===== config.mk =====
export PLATFORM = sky130hd
export DESIGN_NAME = pigfm_top
export DESIGN_NICKNAME = d
export VERILOG_FILES = /design/src/include/pigfm_pkg.sv /design/src/hdl/pigfm_sync.sv /design/src/hdl/pigfm_src_sel.sv /design/src/hdl/pigfm_top.sv
export SDC_FILE = /design/constraint.sdc
export NUM_CORES = 1
export LEC_CHECK = 0
export ABC_AREA = 1
export BUFFER_PORTS_ARGS = -buffer_cell sky130_fd_sc_hd__buf_2
export CAP_MARGIN = 20
export CORE_MARGIN = 1
export CORE_UTILIZATION = 30
export CTS_CLUSTER_SIZE = 14
export DETAILED_ROUTE_END_ITERATION = 16
export GPL_TIMING_DRIVEN = 0
export SLEW_MARGIN = 20
export SYNTH_ARGS = -nofsm -noshare
export SYNTH_HDL_FRONTEND = slang
export SYNTH_HIERARCHICAL = 1
export SYNTH_SLANG_ARGS = --single-unit
export TNS_END_PERCENT = 50

===== constraint.sdc =====
create_clock -name clk_sys -period 1.8 [get_ports clk_sys]
set_clock_uncertainty 0.15 [all_clocks]
set_input_delay 0.09 -clock clk_sys [delete_from_list [all_inputs] [get_ports clk_sys]]
set_output_delay 0.09 -clock clk_sys [all_outputs]
set_load 0.01 [all_outputs]

===== src/include/pigfm_pkg.sv =====
// constants, field layout and carrier types of the microphone input and pin function mux
package pigfm_pkg;

  localparam int APB_ADDR_W = 8;
  localparam int APB_DATA_W = 32;
  localparam int REG_W = 8;

  // printed offsets are indices, byte address is four times
  localparam logic [APB_ADDR_W-1:0] IDX_MIC_CFG = 8'h13;
  localparam logic [APB_ADDR_W-1:0] IDX_PIN_CFG = 8'h14;
  localparam logic [APB_ADDR_W-1:0] IDX_BIAS_CFG = 8'h15;
  localparam logic [APB_ADDR_W-1:0] ADDR_MIC_CFG = 8'(IDX_MIC_CFG * 4);
  localparam logic [APB_ADDR_W-1:0] ADDR_PIN_CFG = 8'(IDX_PIN_CFG * 4);
  localparam logic [APB_ADDR_W-1:0] ADDR_BIAS_CFG = 8'(IDX_BIAS_CFG * 4);

  localparam logic [REG_W-1:0] RST_MIC_CFG = 8'h00;
  localparam logic [REG_W-1:0] RST_PIN_CFG = 8'h00;
  localparam logic [REG_W-1:0] RST_BIAS_CFG = 8'h00;

  // microphone_input_config fields
  localparam int BIT_TYPE_A = 7;
  localparam int BIT_TYPE_B = 6;
  localparam int BIT_EDGE_A = 5;
  localparam int BIT_EDGE_B = 4;
  localparam int SRC_A_LO = 2;
  localparam int SRC_B_LO = 0;
  // pin_function_config fields
  localparam int BIT_OVRD = 7;
  localparam int BIT_SHARED = 6;
  localparam int ADC_PD_LO = 4;
  localparam int DAC_PD_LO = 2;
  localparam int BIT_POWER_LIMIT = 1;
  localparam int BIT_AMP = 0;
  // bias_pin_config fields
  localparam int BIAS_SRC_LO = 6;
  localparam logic [5:0] BIAS_RSVD_READ = 6'h00;

  localparam int MIC_CLK_HALF_DEF = 50;
  localparam int MIC_DIV_W = 8;

  typedef enum logic [1:0] {
    SRC_NONE = 2'b00,
    SRC_PIN_ONE = 2'b01,
    SRC_PIN_TWO = 2'b10,
    SRC_INPUT_ONLY = 2'b11
  } pigfm_src_type;

  typedef struct packed {
    logic gp1;
    logic gp2;
    logic gpi;
    logic din;
    logic dout;
  } pigfm_pins_type;

  typedef struct packed {
    logic adc_powerdown;
    logic dac_powerdown;
    logic power_limit;
    logic amp_control;
    logic microphone_bias;
  } pigfm_power_type;

endpackage


===== src/hdl/pigfm_sync.sv =====
// two-stage synchroniser for a bundle of pin levels
`timescale 1ns/1ps
module pigfm_sync #(
  parameter int W = 5
) (
  input wire logic clk_sys,
  input wire logic rst_n,
  input wire logic [W-1:0] d,
  output logic [W-1:0] q
);
  logic [W-1:0] meta;
  logic [W-1:0] next_meta;
  logic [W-1:0] next_q;

  always_comb begin
    next_meta = d;
    next_q = meta;
  end

  // first stage feeds only the second
  always_ff @(posedge clk_sys or negedge rst_n) begin
    if (!rst_n) begin
      meta <= '0;
      q <= '0;
    end else begin
      meta <= next_meta;
      q <= next_q;
    end
  end
endmodule


===== src/hdl/pigfm_src_sel.sv =====
// four-way pin source selector with optional data-in substitution
`timescale 1ns/1ps
module pigfm_src_sel (
  input wire pigfm_pkg::pigfm_src_type code,
  input wire pigfm_pkg::pigfm_pins_type pins,
  input wire logic override,
  output logic sel
);
  import pigfm_pkg::*;

  always_comb begin
    case (code)
      SRC_PIN_ONE: sel = pins.gp1;
      SRC_PIN_TWO: sel = pins.gp2;
      SRC_INPUT_ONLY: sel = override ? pins.din : pins.gpi;
      default: sel = 1'b0;
    endcase
  end
endmodule


===== src/hdl/pigfm_top.sv =====
// microphone input routing, edge sampling and pin-driven power controls behind an APB slave
`timescale 1ns/1ps
module pigfm_top #(
  parameter int MIC_CLK_HALF = pigfm_pkg::MIC_CLK_HALF_DEF
) (
  input wire logic clk_sys,
  input wire logic rst_n,
  input wire logic [pigfm_pkg::APB_ADDR_W-1:0] paddr,
  input wire logic psel,
  input wire logic penable,
  input wire logic pwrite,
  input wire logic [pigfm_pkg::APB_DATA_W-1:0] pwdata,
  output logic pready,
  output logic [pigfm_pkg::APB_DATA_W-1:0] prdata,
  output logic pslverr,
  input wire logic general_pin_one,
  input wire logic general_pin_two,
  input wire logic input_only_general_pin,
  input wire logic serial_din_pin,
  input wire logic data_out_pin_in,
  output logic data_out_pin_out,
  output logic data_out_pin_oe,
  input wire logic asi_serial_out,
  input wire logic asi_serial_out_en,
  input wire logic dout_func_out,
  input wire logic dout_func_oe,
  output logic asi_serial_din,
  input wire logic adc_register_power_control,
  input wire logic dac_register_power_control,
  output pigfm_pkg::pigfm_power_type power_ctl,
  output logic microphone_clock_out,
  output logic [3:0] mic_data,
  output logic [3:0] mic_strobe
);
  import pigfm_pkg::*;

  logic [REG_W-1:0] mic_cfg;
  logic [REG_W-1:0] pin_cfg;
  logic [1:0] bias_src;
  logic [REG_W-1:0] next_mic_cfg;
  logic [REG_W-1:0] next_pin_cfg;
  logic [1:0] next_bias_src;
  logic next_pready;
  logic [APB_DATA_W-1:0] next_prdata;
  logic next_pslverr;
  logic wr_en;

  // ---------------- register bus ----------------
  assign wr_en = psel && penable && pready && pwrite;

  always_comb begin
    next_mic_cfg = mic_cfg;
    next_pin_cfg = pin_cfg;
    next_bias_src = bias_src;
    next_pready = psel && !penable;
    next_prdata = '0;
    next_pslverr = 1'b0;
    if (wr_en) begin
      if (paddr == ADDR_MIC_CFG) begin
        next_mic_cfg = pwdata[REG_W-1:0];
      end else if (paddr == ADDR_PIN_CFG) begin
        next_pin_cfg = pwdata[REG_W-1:0];
      end else if (paddr == ADDR_BIAS_CFG) begin
        // reserved low bits are not stored
        next_bias_src = pwdata[BIAS_SRC_LO+1:BIAS_SRC_LO];
      end
    end
    if (psel && !penable) begin
      if (paddr == ADDR_MIC_CFG) begin
        next_prdata[REG_W-1:0] = mic_cfg;
      end else if (paddr == ADDR_PIN_CFG) begin
        next_prdata[REG_W-1:0] = pin_cfg;
      end else if (paddr == ADDR_BIAS_CFG) begin
        next_prdata[REG_W-1:0] = {bias_src, BIAS_RSVD_READ};
      end else begin
        next_pslverr = 1'b1;
      end
    end
  end

  always_ff @(posedge clk_sys or negedge rst_n) begin
    if (!rst_n) begin
      mic_cfg <= RST_MIC_CFG;
      pin_cfg <= RST_PIN_CFG;
      bias_src <= RST_BIAS_CFG[BIAS_SRC_LO+1:BIAS_SRC_LO];
      pready <= 1'b0;
      prdata <= '0;
      pslverr <= 1'b0;
    end else begin
      mic_cfg <= next_mic_cfg;
      pin_cfg <= next_pin_cfg;
      bias_src <= next_bias_src;
      pready <= next_pready;
      prdata <= next_prdata;
      pslverr <= next_pslverr;
    end
  end

  // ---------------- pin capture and source selection ----------------
  pigfm_pins_type pins_raw;
  pigfm_pins_type pins_s;
  logic line_a;
  logic line_b;
  logic adc_pin;
  logic dac_pin;
  logic bias_pin;
  logic ovrd;

  assign pins_raw = '{gp1: general_pin_one, gp2: general_pin_two, gpi: input_only_general_pin,
                      din: serial_din_pin, dout: data_out_pin_in};
  assign ovrd = pin_cfg[BIT_OVRD];

  // pads are asynchronous to the device clock
  pigfm_sync #(.W($bits(pigfm_pins_type))) u_pin_sync (
    .clk_sys(clk_sys),
    .rst_n(rst_n),
    .d(pins_raw),
    .q(pins_s)
  );

  pigfm_src_sel u_sel_line_a (
    .code(pigfm_src_type'(mic_cfg[SRC_A_LO+1:SRC_A_LO])),
    .pins(pins_s),
    .override(ovrd),
    .sel(line_a)
  );
  pigfm_src_sel u_sel_line_b (
    .code(pigfm_src_type'(mic_cfg[SRC_B_LO+1:SRC_B_LO])),
    .pins(pins_s),
    .override(ovrd),
    .sel(line_b)
  );
  // control pins never take the data-in substitution
  pigfm_src_sel u_sel_adc (
    .code(pigfm_src_type'(pin_cfg[ADC_PD_LO+1:ADC_PD_LO])),
    .pins(pins_s),
    .override(1'b0),
    .sel(adc_pin)
  );
  pigfm_src_sel u_sel_dac (
    .code(pigfm_src_type'(pin_cfg[DAC_PD_LO+1:DAC_PD_LO])),
    .pins(pins_s),
    .override(1'b0),
    .sel(dac_pin)
  );
  pigfm_src_sel u_sel_bias (
    .code(pigfm_src_type'(bias_src)),
    .pins(pins_s),
    .override(1'b0),
    .sel(bias_pin)
  );

  // ---------------- power and pin functions ----------------
  pigfm_power_type next_power;
  logic next_dout_out;
  logic next_dout_oe;
  logic next_asi_din;

  always_comb begin
    // register controls are active-high power-up enables
    next_power.adc_powerdown = adc_pin || !adc_register_power_control;
    next_power.dac_powerdown = dac_pin || !dac_register_power_control;
    next_power.power_limit = pin_cfg[BIT_POWER_LIMIT] && pins_s.gp1;
    next_power.amp_control = pin_cfg[BIT_AMP] && pins_s.gp1;
    next_power.microphone_bias = bias_pin;
    if (pin_cfg[BIT_SHARED]) begin
      // pin turns round whenever the serial port stops driving
      next_dout_out = asi_serial_out;
      next_dout_oe = asi_serial_out_en;
      next_asi_din = pins_s.dout;
    end else begin
      next_dout_out = dout_func_out;
      next_dout_oe = dout_func_oe;
      next_asi_din = pins_s.din;
    end
  end

  always_ff @(posedge clk_sys or negedge rst_n) begin
    if (!rst_n) begin
      power_ctl <= '0;
      data_out_pin_out <= 1'b0;
      data_out_pin_oe <= 1'b0;
      asi_serial_din <= 1'b0;
    end else begin
      power_ctl <= next_power;
      data_out_pin_out <= next_dout_out;
      data_out_pin_oe <= next_dout_oe;
      asi_serial_din <= next_asi_din;
    end
  end

  // ---------------- microphone clock and edge sampling ----------------
  logic [MIC_DIV_W-1:0] div_cnt;
  logic [MIC_DIV_W-1:0] next_div_cnt;
  logic next_mic_clk;
  logic tick;
  logic rise_evt;
  logic fall_evt;
  logic [3:0] chan_en;
  logic [3:0] samp;
  logic [3:0] next_mic_data;
  logic [3:0] next_mic_strobe;

  assign tick = div_cnt == MIC_DIV_W'(MIC_CLK_HALF - 1);
  assign rise_evt = tick && !microphone_clock_out;
  assign fall_evt = tick && microphone_clock_out;

  always_comb begin
    next_div_cnt = tick ? '0 : div_cnt + 1'b1;
    next_mic_clk = tick ? !microphone_clock_out : microphone_clock_out;
    // other record-type values are reserved, so channel 1 (type A) or channel 2 (type B) of line A stays idle; line B channels ignore both type bits
    chan_en[0] = mic_cfg[BIT_TYPE_A] && (mic_cfg[SRC_A_LO+1:SRC_A_LO] != SRC_NONE);
    chan_en[1] = mic_cfg[BIT_TYPE_B] && (mic_cfg[SRC_A_LO+1:SRC_A_LO] != SRC_NONE);
    chan_en[2] = mic_cfg[SRC_B_LO+1:SRC_B_LO] != SRC_NONE;
    chan_en[3] = chan_en[2];
    samp[0] = mic_cfg[BIT_EDGE_A] ? rise_evt : fall_evt;
    samp[1] = mic_cfg[BIT_EDGE_A] ? fall_evt : rise_evt;
    samp[2] = mic_cfg[BIT_EDGE_B] ? rise_evt : fall_evt;
    samp[3] = mic_cfg[BIT_EDGE_B] ? fall_evt : rise_evt;
    next_mic_strobe = samp & chan_en;
    next_mic_data = mic_data;
    for (int i = 0; i < 4; i++) begin
      if (next_mic_strobe[i]) begin
        next_mic_data[i] = (i < 2) ? line_a : line_b;
      end
    end
  end

  always_ff @(posedge clk_sys or negedge rst_n) begin
    if (!rst_n) begin
      div_cnt <= '0;
      microphone_clock_out <= 1'b0;
      mic_data <= '0;
      mic_strobe <= '0;
    end else begin
      div_cnt <= next_div_cnt;
      microphone_clock_out <= next_mic_clk;
      mic_data <= next_mic_data;
      mic_strobe <= next_mic_strobe;
    end
  end
endmodule


== Word level (Yosys, flattened, before mapping) ==
Index checks and enable logic that the tools add are counted.

* Register bits: 63
* Output and inout port bits: 51

* Add/subtract/negate cells: 1
* Equality and inequality tests: 19
* Mux-type cells: 22
* Bitwise operators: 3
* Reduce and logical (&&, ||, !) cells: 21

{| class="wikitable"
|+ Operators by type and width
! operator !! count
|-
| 2-to-1 mux 8 bit || 5
|-
| equality test 8 x 7 -> 1 bit (second input constant) || 3
|-
| equality test 2 bit (second input constant) || 10
|-
| case mux 1 bit (3 select lines) || 5
|-
| 2-to-1 mux 1 bit || 12
|-
| equality test 2 x 1 -> 1 bit (second input constant) || 5
|-
| logical AND 1 bit || 10
|-
| adder 8 x 1 -> 8 bit (second input constant) || 1
|-
| equality test 8 x 6 -> 1 bit (second input constant) || 1
|-
| AND 4 bit || 1
|-
| zero test 1 bit || 4
|-
| AND reduction 4 bit || 1
|-
| nonzero test 2 bit || 2
|-
| AND reduction 3 bit || 1
|-
| logical OR 1 bit || 2
|-
| NOT 1 bit || 2
|-
| AND reduction 2 bit || 1
|}

== Longest topological paths before layout ==
Gate-level depths: netlist of the first run.

* Depth after elaboration: 5
* Gate-level depth with buffers: 9

== Modules after synthesis ==
Netlist of the first run, hierarchy kept.

{| class="wikitable"
|+ By module, submodules not included
! module !! times used !! cells each !! area each (µm²) !! seq. area each (µm²)
|-
| pigfm_top || 1 || 295 || 2641.3 || 1326.3
|-
| pigfm_src_sel || 5 || 12 || 51.3 || 0.0
|-
| pigfm_sync || 1 || 10 || 250.2 || 250.2
|}

== Least setup slack after synthesis of the first run ==
Ideal clock, no wire load.

* Path kind: register -> register
* From: register div_cnt[1]
* To: register mic_data[0]
* Library setup time: 117 ps
* Arrival: 1147 ps
* Required time: 1533 ps
* Slack: 387 ps
* Cell stages (with the launch flop): 10
* Period minus slack after synthesis: 1413 ps
* Path through: dfrtp_1 -> inv_1 -> ha_1 -> nand2_1 -> nor2_1 -> nand3_1 -> nand2_1 -> nand3_1 -> nand2_1 -> nand2_1

* Longest elaborated chain between the ends: 4

{| class="wikitable"
|+ RTL lines
! element !! RTL line !! RTL
|-
| start, declared || pigfm_top.sv:193 || <nowiki>logic [MIC_DIV_W-1:0] div_cnt;</nowiki>
|-
| start signal, assigned || pigfm_top.sv:236 || <nowiki>div_cnt <= next_div_cnt;</nowiki>
|-
| equality test 8 x 6 -> 1 bit (*) || pigfm_top.sv:204 || <nowiki>assign tick = div_cnt == MIC_DIV_W'(MIC_CLK_HALF - 1);</nowiki>
|-
| logical AND 1 bit, on equally long branches || pigfm_top.sv:206, pigfm_top.sv:205 ||
|-
| 2-to-1 mux 1 bit (*) || pigfm_top.sv:216 || <nowiki>samp[0] = mic_cfg[BIT_EDGE_A] ? rise_evt : fall_evt;</nowiki>
|-
| AND 4 bit (*) || pigfm_top.sv:220 || <nowiki>next_mic_strobe = samp & chan_en;</nowiki>
|-
| end signal, assigned || pigfm_top.sv:238 || <nowiki>mic_data <= next_mic_data;</nowiki>
|-
| end, declared || pigfm_top.sv:32 || <nowiki>output logic [3:0] mic_data,</nowiki>
|}

Mark *: on every way between the ends. The rest lies on a longest branch, timed or not.
A chain may end at the register's enable or synchronous reset.

== Final worst setup path of the first run ==
* From: register pin_cfg[6]
* To: register data_out_pin_oe

* Longest elaborated chain between the ends: 1

{| class="wikitable"
|+ RTL lines
! element !! RTL line !! RTL
|-
| start, declared || pigfm_top.sv:38 || <nowiki>logic [REG_W-1:0] pin_cfg;</nowiki>
|-
| start signal, assigned || pigfm_top.sv:91 || <nowiki>pin_cfg <= next_pin_cfg;</nowiki>
|-
| 2-to-1 mux 1 bit || pigfm_top.sv:166 || <nowiki>if (pin_cfg[BIT_SHARED]) begin</nowiki>
|-
| via next_dout_oe || pigfm_top.sv:156 || <nowiki>logic next_dout_oe;</nowiki>
|-
| end signal, assigned || pigfm_top.sv:187 || <nowiki>data_out_pin_oe <= next_dout_oe;</nowiki>
|-
| end, declared || pigfm_top.sv:22 || <nowiki>output logic data_out_pin_oe,</nowiki>
|}

The timed path passes the listed nets, and every way through them passes these cells.

==> flow_summary.yaml, run 1 <==
outcome:
  status: "complete, no violations"
global_route:
  grt_use_met2: 0.2502
  grtUsageMet3: 0.04323
  track_usage: 0.1383
  grt_max_degree: 38
  top_usage_layer: "met2"
  grt_pass1_vias: 2661
  antenna_found_initial: 0
  grt_pass1_wl_um: 11900
  grt_overflow: 0
  use_met1: 0.1545
logic_synthesis:
  yosysTopAreaCell: "dfrtp_1"
  synth_edf_count: 0
  ys_ff_latch: 63
  ys_types: 27
  synthFlopType: "dfrtp_1"
  async_flop_share: 1.000
  ys_top_cells_by_area: "dfrtp_1, nand2_1, inv_1"
  yosys_warnings: 6
  netlist_instances: 365
  syn_area_um2: 3148
  synth_top_cell_area_share: 0.5008
  yosysSeqAreaShare: 0.5008
  syn_area_per_cell_um2: 8.625
floorplanning:
  boundaryPins: 107
  num_rows: 37
  start_util: 0.3077
  dieWidth_um: 104.4
  die_y_um: 104.4
  fp.dieArea_um2: 10910
  core-area_um2: 10230
drt:
  drt_iter0_markers: 114
  wl_um: 6917
  wl_per_cell_um: 11.00
  vias_per_cell: 4.149
  num_vias: 2610
  drt-pass1-iter-count: 4
  drc: 0
  postRouteAntennaNets: 0
sta:
  fin_crit_sh: 0.9190
  slew_viol_final: 0
  hold_viol: 0
  period_minus_slack_ns: 1.654
  finalSetupViolCount: 0
  max_clock_freq_mhz: 604.5
  grt_setup_unrepaired: "false"
  fin_tns_setup_ns: 0
job:
  max-cap-violations: 0
hold_path:
  hold_class: "input port to flop"
  hold_start: "paddr[2]"
  worstHoldPathCells: 5
  hold_end: "prdata[0]"
clock_tree:
  clk_latency_ns: 0.34
  htreeDepth: 3
  cts_tree: "yes"
  cts.root.buffer_cell: "clkbuf_8"
  cts_setup_buffers: 0
  clk_pin_slew_worst_paths_ns: 0.07
  numCtsBuffers: 9
  cts.sinks: 63
  cts_buffer_depth: 2
finish:
  layout_commonest_cell: "nand2_1"
  regArea_um2: 1577
  final_cells: 629
  areaGrowthSynthToFinish_pct: 33.78
  multi_input_area_um2: 1234
  drive_gt1_frac: 0.2982
  layout_common_cells: "nand2_1, dfrtp_1, inv_1, buf_2, conb_1"
  fin_nets: 546
  fillCellCount: 1027
  antennaDiodeCount: 0
placement:
  dpl.cell_count: 589
  place_hpwl_um: 5104
  gp_congestion: 0.7878
  port_buffers: 58
pwr:
  sequentialPowerShare: 0.468
  power_switching_uw: 693.2
  internal_power_mw: 2.410
  leakage_nw: 2.348
  comb_power_share: 0.082
  irDropWorstVdd_mv: 0.3857
  power_density_nw_per_um2: 736.7
  swShare: 0.2234
  clockPowerShare: 0.450
critical_path:
  max_stage_delay_ns: 0.56
  worstPathMaxFanout: 5
  slowest_stage: "dlygate4sd3_1"
  r2r_setup_slack_ns: 0.15
  crit_arrival_ns: 1.73
  path_cells: "mux2_2 > dlygate4sd3_1"
  endpoint_kind: "flop"
  crit_required_ns: 1.87
  reg2reg_from: "pin_cfg[6]"
  ff2ff_path_depth: 2
  worstReg2RegEnd: "data_out_pin_oe"
  worstSetupPathType: "flop to flop"
  crit_path_start_kind: "flop"
==> metrics by stage <==
step	area [µm²]	worst slack [ns]	utilization	power [mW]	hold slack, ns
2_1_floorplan	3257	0.3868	-	1.596	-0.3556
3_3_place_gp	3717	0.2258	0.3633	1.686	0.04872
3_5_place_dp	3740	0.2030	0.3655	1.695	-0.1083
4_1_cts	4212	0.1502	0.4116	3.151	0.01303
5_1_grt	4212	0.03167	0.4116	3.248	0.01491
6_report	4212	0.1458	0.4116	3.103	0.02827
==> how the worst max path moves through the flow <==
| stage | start | to |
|---|---|---|
| after detailed placement | div_cnt[1] | mic_data[3] |
| final | pin_cfg[6] | data_out_pin_oe |
| after CTS | pin_cfg[6] | data_out_pin_oe |
| after global placement | rst_n | u_pin_sync/meta[4] |
| after floorplan | div_cnt[1] | mic_data[0] |
| after global routing | div_cnt[1] | mic_data[0] |
==> power by group through the flow <==
stage	Combinational (mW)	Sequential (mW)	Clock, mW
6_report	0.254	1.45	1.40
3_3_place_gp	0.207	1.48	0
5_1_grt	0.285	1.45	1.51
3_5_place_dp	0.216	1.48	0
2_1_floorplan	0.117	1.48	0
4_1_cts	0.256	1.45	1.44
==> state kept, by name (all words and copies together), names as in the netlist, 2 cells and up <==
register and flops:
power_ctl 5, prdata 8, u_pin_sync/q 5, mic_cfg 8, bias_src 2, mic_data 4
u_pin_sync/meta 5, mic_strobe 4, div_cnt 8, pin_cfg 8
==> what timing repair did <==
item / CTS / global route
hold endpoints to repair: 95 / 0
gates resized for setup: 0 / 0
hold buffers: 24 / 0
==> layout make-up <==
class | count | area share
tap | 136 | 0.04040
sequential | 63 | 0.3743
timing repair buffer | 83 | 0.1313
multi-input combinational | 241 | 0.2929
buffer | 27 | 0.04991
inverter | 63 | 0.05615
clock buffer | 11 | 0.03595
clock inverter | 5 | 0.01901
==> worst max-delay path: cells and delay by family, from the launching register on <==
family / cells / cell delay [ns]
buffers and inverters: 1 / 0.56
flip-flops: 1 / 0.47
multiplexers: 1 / 0.36
==> Yosys cell counts (2+ instances only) <==
cell type / n
a21oi_1: 7
a21oi_2: 5
buf_4: 25
buf_6: 2
dfrtp_1: 63
ha_1: 2
inv_1: 57
inv_2: 6
mux2_2: 3
nand2_1: 91
nand2_2: 4
nand2_4: 2
nand3_1: 27
nand4_1: 7
nor2_1: 24
nor2_2: 3
nor2_4: 3
nor3_1: 6
o21ai_1: 3
o21ai_2: 16
xor2_1: 3
==> per-layer routing <==
layer	routed length, µm	share of wire	vias up
met1	3031	0.44	1205
met5	0	0	-
met4	51	0.0074	0
li1	-	-	1318
met2	3520	0.51	81
met3	313	0.045	6
==> cells by family (layout without fill, tap and decap cells) <==
kind of cell | count (synthesis) | after routing | synth area share
compound gates | 31 | 31 | 0.07432
xor+xnor | 3 | 3 | 0.008348
fa+ha+maj | 2 | 2 | 0.007948
buf+inv | 90 | 189 | 0.1419
flops | 63 | 63 | 0.5008
mux | 3 | 3 | 0.01073
other cells | 1 | 30 | 0.001191
simple gates | 172 | 172 | 0.2548
No activity file was read; power rests on OpenSTA's default activity.
==> inputs of run 2 (changes only) <==
--- a/config.mk
+++ b/config.mk
@@ -8,11 +8,14 @@
 export ABC_AREA = 1
 export BUFFER_PORTS_ARGS = -buffer_cell sky130_fd_sc_hd__buf_2
 export CAP_MARGIN = 20
+export CELL_PAD_IN_SITES_DETAIL_PLACEMENT = 1
+export CELL_PAD_IN_SITES_GLOBAL_PLACEMENT = 2
 export CORE_MARGIN = 1
-export CORE_UTILIZATION = 30
+export CORE_UTILIZATION = 29
 export CTS_CLUSTER_SIZE = 14
 export DETAILED_ROUTE_END_ITERATION = 16
 export GPL_TIMING_DRIVEN = 0
+export PLACE_DENSITY_LB_ADDON = 0.1
 export SLEW_MARGIN = 20
 export SYNTH_ARGS = -nofsm -noshare
 export SYNTH_HDL_FRONTEND = slang
==> run 2 against run 1 <==
Against the previous run:
- global-route usage increased by 1.3 points
- clock power down 8%
- sequential power hardly changed
- flip-flop and latch count unchanged
- critical endpoint is now data_out_pin_out
- largest power group unchanged
==> flow_summary.yaml, run 2 (synthesis results as in run 1) <==
critical_path:
  reg2reg_from: "pin_cfg[6]"
  worstPathMaxFanout: 5
  worstReg2RegEnd: "data_out_pin_out"
  crit_cells: 2
  slowest_stage: "dlygate4sd3_1"
  critPathLaunch: "pin_cfg[6]"
  ff2ff_path_depth: 2
  crit_buf_inv: 1
  max_stage_delay_ns: 0.56
  crit_arrival_ns: 1.74
  path_cells: "mux2_2 > dlygate4sd3_1"
  crit_path_start_kind: "flop"
  r2r_setup_slack_ns: 0.14
  worstSetupPathType: "flop to flop"
  endpoint_kind: "flop"
  critPathCapture: "data_out_pin_out"
  crit_family: "buffers and inverters"
  crit_required_ns: 1.88
finish:
  areaGrowthSynthToFinish_pct: 33.55
  layout_common_cells: "nand2_1, dfrtp_1, inv_1, buf_2, conb_1"
  layout_commonest_cell: "nand2_1"
  drive_gt1_frac: 0.3043
  antennaDiodeCount: 0
  multi_input_area_um2: 1246
  regArea_um2: 1577
  final_cell_area_um2: 4204
  fin_nets: 546
  fillCellCount: 1278
  fin_util: 0.4036
placement:
  post_dp_cell_area_um2: 3740
  port_buffers: 58
  gp_congestion: 0.7458
  place_hpwl_um: 5721
floorplanning:
  boundaryPins: 107
  fp.dieArea_um2: 11280
  start_util: 0.3022
  dieWidth_um: 106.2
  die_y_um: 106.2
  num_rows: 37
  core-area_um2: 10420
clock_tree:
  cts.root.buffer_cell: "clkbuf_8"
  cts_tree: "yes"
  cts_buffer_depth: 2
  htreeDepth: 3
  cts.sinks: 63
  numCtsBuffers: 9
  clk_latency_ns: 0.35
  clk_pin_slew_worst_paths_ns: 0.08
drt:
  postRouteAntennaNets: 0
  wl_per_cell_um: 12.01
  wl_um: 7557
  vias_per_cell: 4.126
  drc: 0
  drt_iter0_markers: 68
  drt-pass1-iter-count: 4
  num_vias: 2595
sta:
  fin_tns_setup_ns: 0
  finalSetupViolCount: 0
  period_minus_slack_ns: 1.658
  max_clock_freq_mhz: 603.3
  fin_crit_sh: 0.9209
  grt_setup_unrepaired: "false"
  hold_viol: 0
  slew_viol_final: 0
hold_path:
  hold_class: "input port to flop"
global_route:
  top_usage_layer: "met2"
  grtUsageMet3: 0.04169
  antenna_found_initial: 0
  use_met1: 0.1780
  grt_use_met2: 0.2658
  grt_pass1_vias: 2777
  grt_pass1_wl_um: 13050
  track_usage: 0.1514
  grt_overflow: 0
  grt_max_degree: 40
pwr:
  leakage_nw: 2.352
  power_density_nw_per_um2: 713.0
  irDropWorstVdd_mv: 0.3591
outcome:
  status: "complete, no violations"
job:
  max-cap-violations: 0
-- run 2: cell types whose count changed in the layout (fill, tap and decap cells not counted), sizes merged --
cell and change:
clkinv +2, bufinv -1, clkinvlp -1
-- run 2: worst min-delay path by stage --
stage,cells after the start,from,slack (ns),endpoint
2_1_floorplan,0,rst_n,-0.36,asi_serial_din
3_3_place_gp,1,general_pin_one,0.05,u_pin_sync/meta[4]
3_5_place_dp,1,rst_n,-0.13,pready
4_1_cts,4,paddr[5],0.005,prdata[5]
5_1_grt,2,rst_n,0.05,microphone_clock_out
6_report,4,paddr[5],0.01,prdata[5]
-- run 2: power breakdown --
| part | internal [mW] | switching (mW) | total (mW) |
|---|---|---|---|
| clock network | 0.712 | 0.579 | 1.29 |
| logic | 0.121 | 0.133 | 0.254 |
| registers | 1.44 | 0.0163 | 1.45 |
-- run 2: repair_timing --
action                                 4_1_cts  5_1_grt
endpoints found under the hold margin       96        0
buffers inserted                             0        0
hold buffers                                24        0
gates resized for setup                      0        4
setup endpoints to repair                    0        2
-- run 2: tightest hold or removal path, stage by stage --
cell and delay (ns):
buf_2 0.11, nor2_1 0.10, nand4_1 0.11, a21oi_1 0.06
-- run 2: cell type report --
type,count,area share
Buffer,27,0.05089
Clock buffer,11,0.03601
Clock inverter,5,0.01339
Inverter,63,0.05625
Multi-Input combinational cell,241,0.2964
Sequential cell,63,0.3750
Tap cell,136,0.04048
Timing Repair Buffer,83,0.1315
-- run 2: stage by stage --
step                cells  setup slack [ns]  hold WS (ns)  total power, mW
floorplan             394            0.3868       -0.3556            1.596
global placement      588            0.1945       0.04821            1.688
detailed placement    589            0.1461       -0.1255            1.698
CTS                   629            0.1215      0.004994            3.043
global route          629           0.01633       0.04734            3.132
finish                629            0.1424       0.01265            2.997
-- run 2: per-layer routing --
| layer | part of all wire | routed length (µm) |
|---|---|---|
| met5 | 0 | 0 |
| met4 | 0.0083 | 63 |
| met3 | 0.034 | 258 |
| met1 | 0.44 | 3348 |
| met2 | 0.51 | 3886 |
==> inputs of run 3 (changes only) <==
--- a/config.mk
+++ b/config.mk
@@ -21,4 +21,4 @@
 export SYNTH_HDL_FRONTEND = slang
 export SYNTH_HIERARCHICAL = 1
 export SYNTH_SLANG_ARGS = --single-unit
-export TNS_END_PERCENT = 50
+export TNS_END_PERCENT = 10
==> constraint.sdc (replaced) <==
create_clock -name clk_sys -period 1.8 [get_ports clk_sys]
set_clock_uncertainty 0.15 [all_clocks]
set_input_delay 0.36 -clock clk_sys [delete_from_list [all_inputs] [get_ports clk_sys]]
set_output_delay 0.36 -clock clk_sys [all_outputs]
set_load 0.01 [all_outputs]
==> run 3 against run 2 <==
Against the previous run:
- global-route usage shrank 0.34 points
- hold slack gained 0.071 ns
- register-to-register slack gained 0.02 ns
- power shrank 0.92%
- clock-buffer cell count is the same
- worst setup slack gained 0.021 ns
- sequential share of layout area grew 1.5 points
- first-iteration DRC count grew 4.4%
- die area is the same
==> flow_summary.yaml, run 3 (synthesis results as in run 1) <==
global_route:
  track_usage: 0.1479
  grt_max_degree: 40
  grt_pass1_vias: 2703
  grtUsageMet3: 0.04169
  grt_overflow: 0
  grt_pass1_wl_um: 12730
  top_usage_layer: "met2"
  antenna_found_initial: 0
  grt_use_met2: 0.2588
  use_met1: 0.1737
critical_path:
  slowest_stage: "dfrtp_1"
  crit_family: "simple AND/OR/NAND/NOR gates"
  r2r_setup_slack_ns: 0.16
  crit_required_ns: 1.93
  worstPathMaxFanout: 10
  crit_path_start_kind: "flop"
  max_stage_delay_ns: 0.42
  worstSetupPathType: "flop to flop"
  crit_buf_inv: 2
  endpoint_kind: "flop"
  cpMostUsedCell: "nand2_1"
  path_cells: "inv_1 > ha_1 > nand2_1 > nor2_2 > buf_6 > nand3_1 > nand2_1 > nand3_1 > nand2_1"
  crit_arrival_ns: 1.77
drt:
  postRouteAntennaNets: 0
  wl_um: 7372
  drt_iter0_markers: 71
  wl_per_cell_um: 12.03
  num_vias: 2536
  drt-pass1-iter-count: 4
  drc: 0
  vias_per_cell: 4.137
job:
  max-cap-violations: 0
placement:
  preCtsSetupSlack_ns: 0.1281
  port_buffers: 58
  place_hpwl_um: 5721
  gp_congestion: 0.7458
sta:
  finalSetupViolCount: 0
  grt_setup_unrepaired: "false"
  worst_slack_ns: 0.1629
  max_clock_freq_mhz: 610.8
  slew_viol_final: 0
  period_minus_slack_ns: 1.637
  hold_viol: 0
  fin_crit_sh: 0.9095
clock_tree:
  clk_latency_ns: 0.35
  clk_pin_slew_worst_paths_ns: 0.08
  cts.sinks: 63
  cts_setup_buffers: 0
  numCtsBuffers: 9
  cts.root.buffer_cell: "clkbuf_8"
  cts_tree: "yes"
  cts_buffer_depth: 2
  htreeDepth: 3
floorplanning:
  start_util: 0.3022
  num_rows: 37
  boundaryPins: 107
  die_y_um: 106.2
  fp.dieArea_um2: 11280
  core-area_um2: 10420
  dieWidth_um: 106.2
finish:
  layout_commonest_cell: "nand2_1"
  fin_nets: 530
  areaGrowthSynthToFinish_pct: 28.46
  drive_gt1_frac: 0.3145
  antennaDiodeCount: 0
  layout_common_cells: "nand2_1, dfrtp_1, inv_1, buf_2, conb_1"
hold_path:
  hold_class: "input port to flop"
pwr:
  irDropWorstVdd_mv: 0.3506
  leakage_nw: 2.284
  finalPower_mw: 2.970
  power_density_nw_per_um2: 734.4
outcome:
  status: "complete, no violations"
[run 3: cell count changes in the layout (fill, tap and decap cells not counted), sizes merged]
cell | before | now
dlygate4sd3 | 24 | 8
[run 3: per-stage QoR]
| step | instance area, µm² | cells | util | setup TNS [ns] | hold slack, ns |
|---|---|---|---|---|---|
| 2_1_floorplan | 3257 | 394 | - | 0 | -0.08559 |
| 3_3_place_gp | 3717 | 588 | 0.3569 | -4.190 | 0.1816 |
| 3_5_place_dp | 3740 | 589 | 0.3590 | 0 | 0.1445 |
| 4_1_cts | 4028 | 613 | 0.3867 | 0 | 0.06444 |
| 5_1_grt | 4044 | 613 | 0.3882 | 0 | 0.06522 |
| 6_report | 4044 | 613 | 0.3882 | 0 | 0.08410 |
[run 3: timing repair]
action,in CTS,in global routing
hold endpoints to repair,31,0
resized for setup,0,4
hold buffers,8,0
setup endpoints to repair,0,2
[run 3: metal layers]
layer / part of all wire / vias to the layer above
li1: - / 1283
met1: 0.44 / 1203
met2: 0.51 / 44
met3: 0.037 / 6
met4: 0.0085 / 0
met5: 0 / -
[run 3: worst reg2reg max path: stages (launching register included)]
cell and delay (ns):
dfrtp_1 0.42, inv_1 0.07, ha_1 0.16, nand2_1 0.07, nor2_2 0.21, buf_6 0.18, nand3_1 0.08, nand2_1 0.09
nand3_1 0.07, nand2_1 0.07
[run 3: power by group]
group	switching, mW	internal [mW]
combinational	0.129	0.0985
sequential	0.0164	1.44
clock	0.578	0.712
[run 3: path summary, 6_finish.rpt]
| kind | to | cells after the start | startpoint |
|---|---|---|---|
| worst max-delay path | mic_data[0] | 9 | div_cnt[1] |
| worst min-delay path | pready | 2 | penable |
| worst max register to register | mic_data[0] | 9 | div_cnt[1] |
| worst min register to register | u_pin_sync/q[2] | 0 | u_pin_sync/meta[2] |
| max in group asynchronous | bias_src[1] | 3 | rst_n |
| min in group asynchronous | microphone_clock_out | 2 | rst_n |
[run 3: area by class of cell]
cell class	count	area [µm²]
Fill cell	1277	6372
Sequential cell	63	1577
Multi-Input combinational cell	241	1246
Timing Repair Buffer	67	392.9
Inverter	63	236.5
Buffer	27	214.0
Tap cell	136	170.2
Clock buffer	11	151.4
Clock inverter	5	56.30
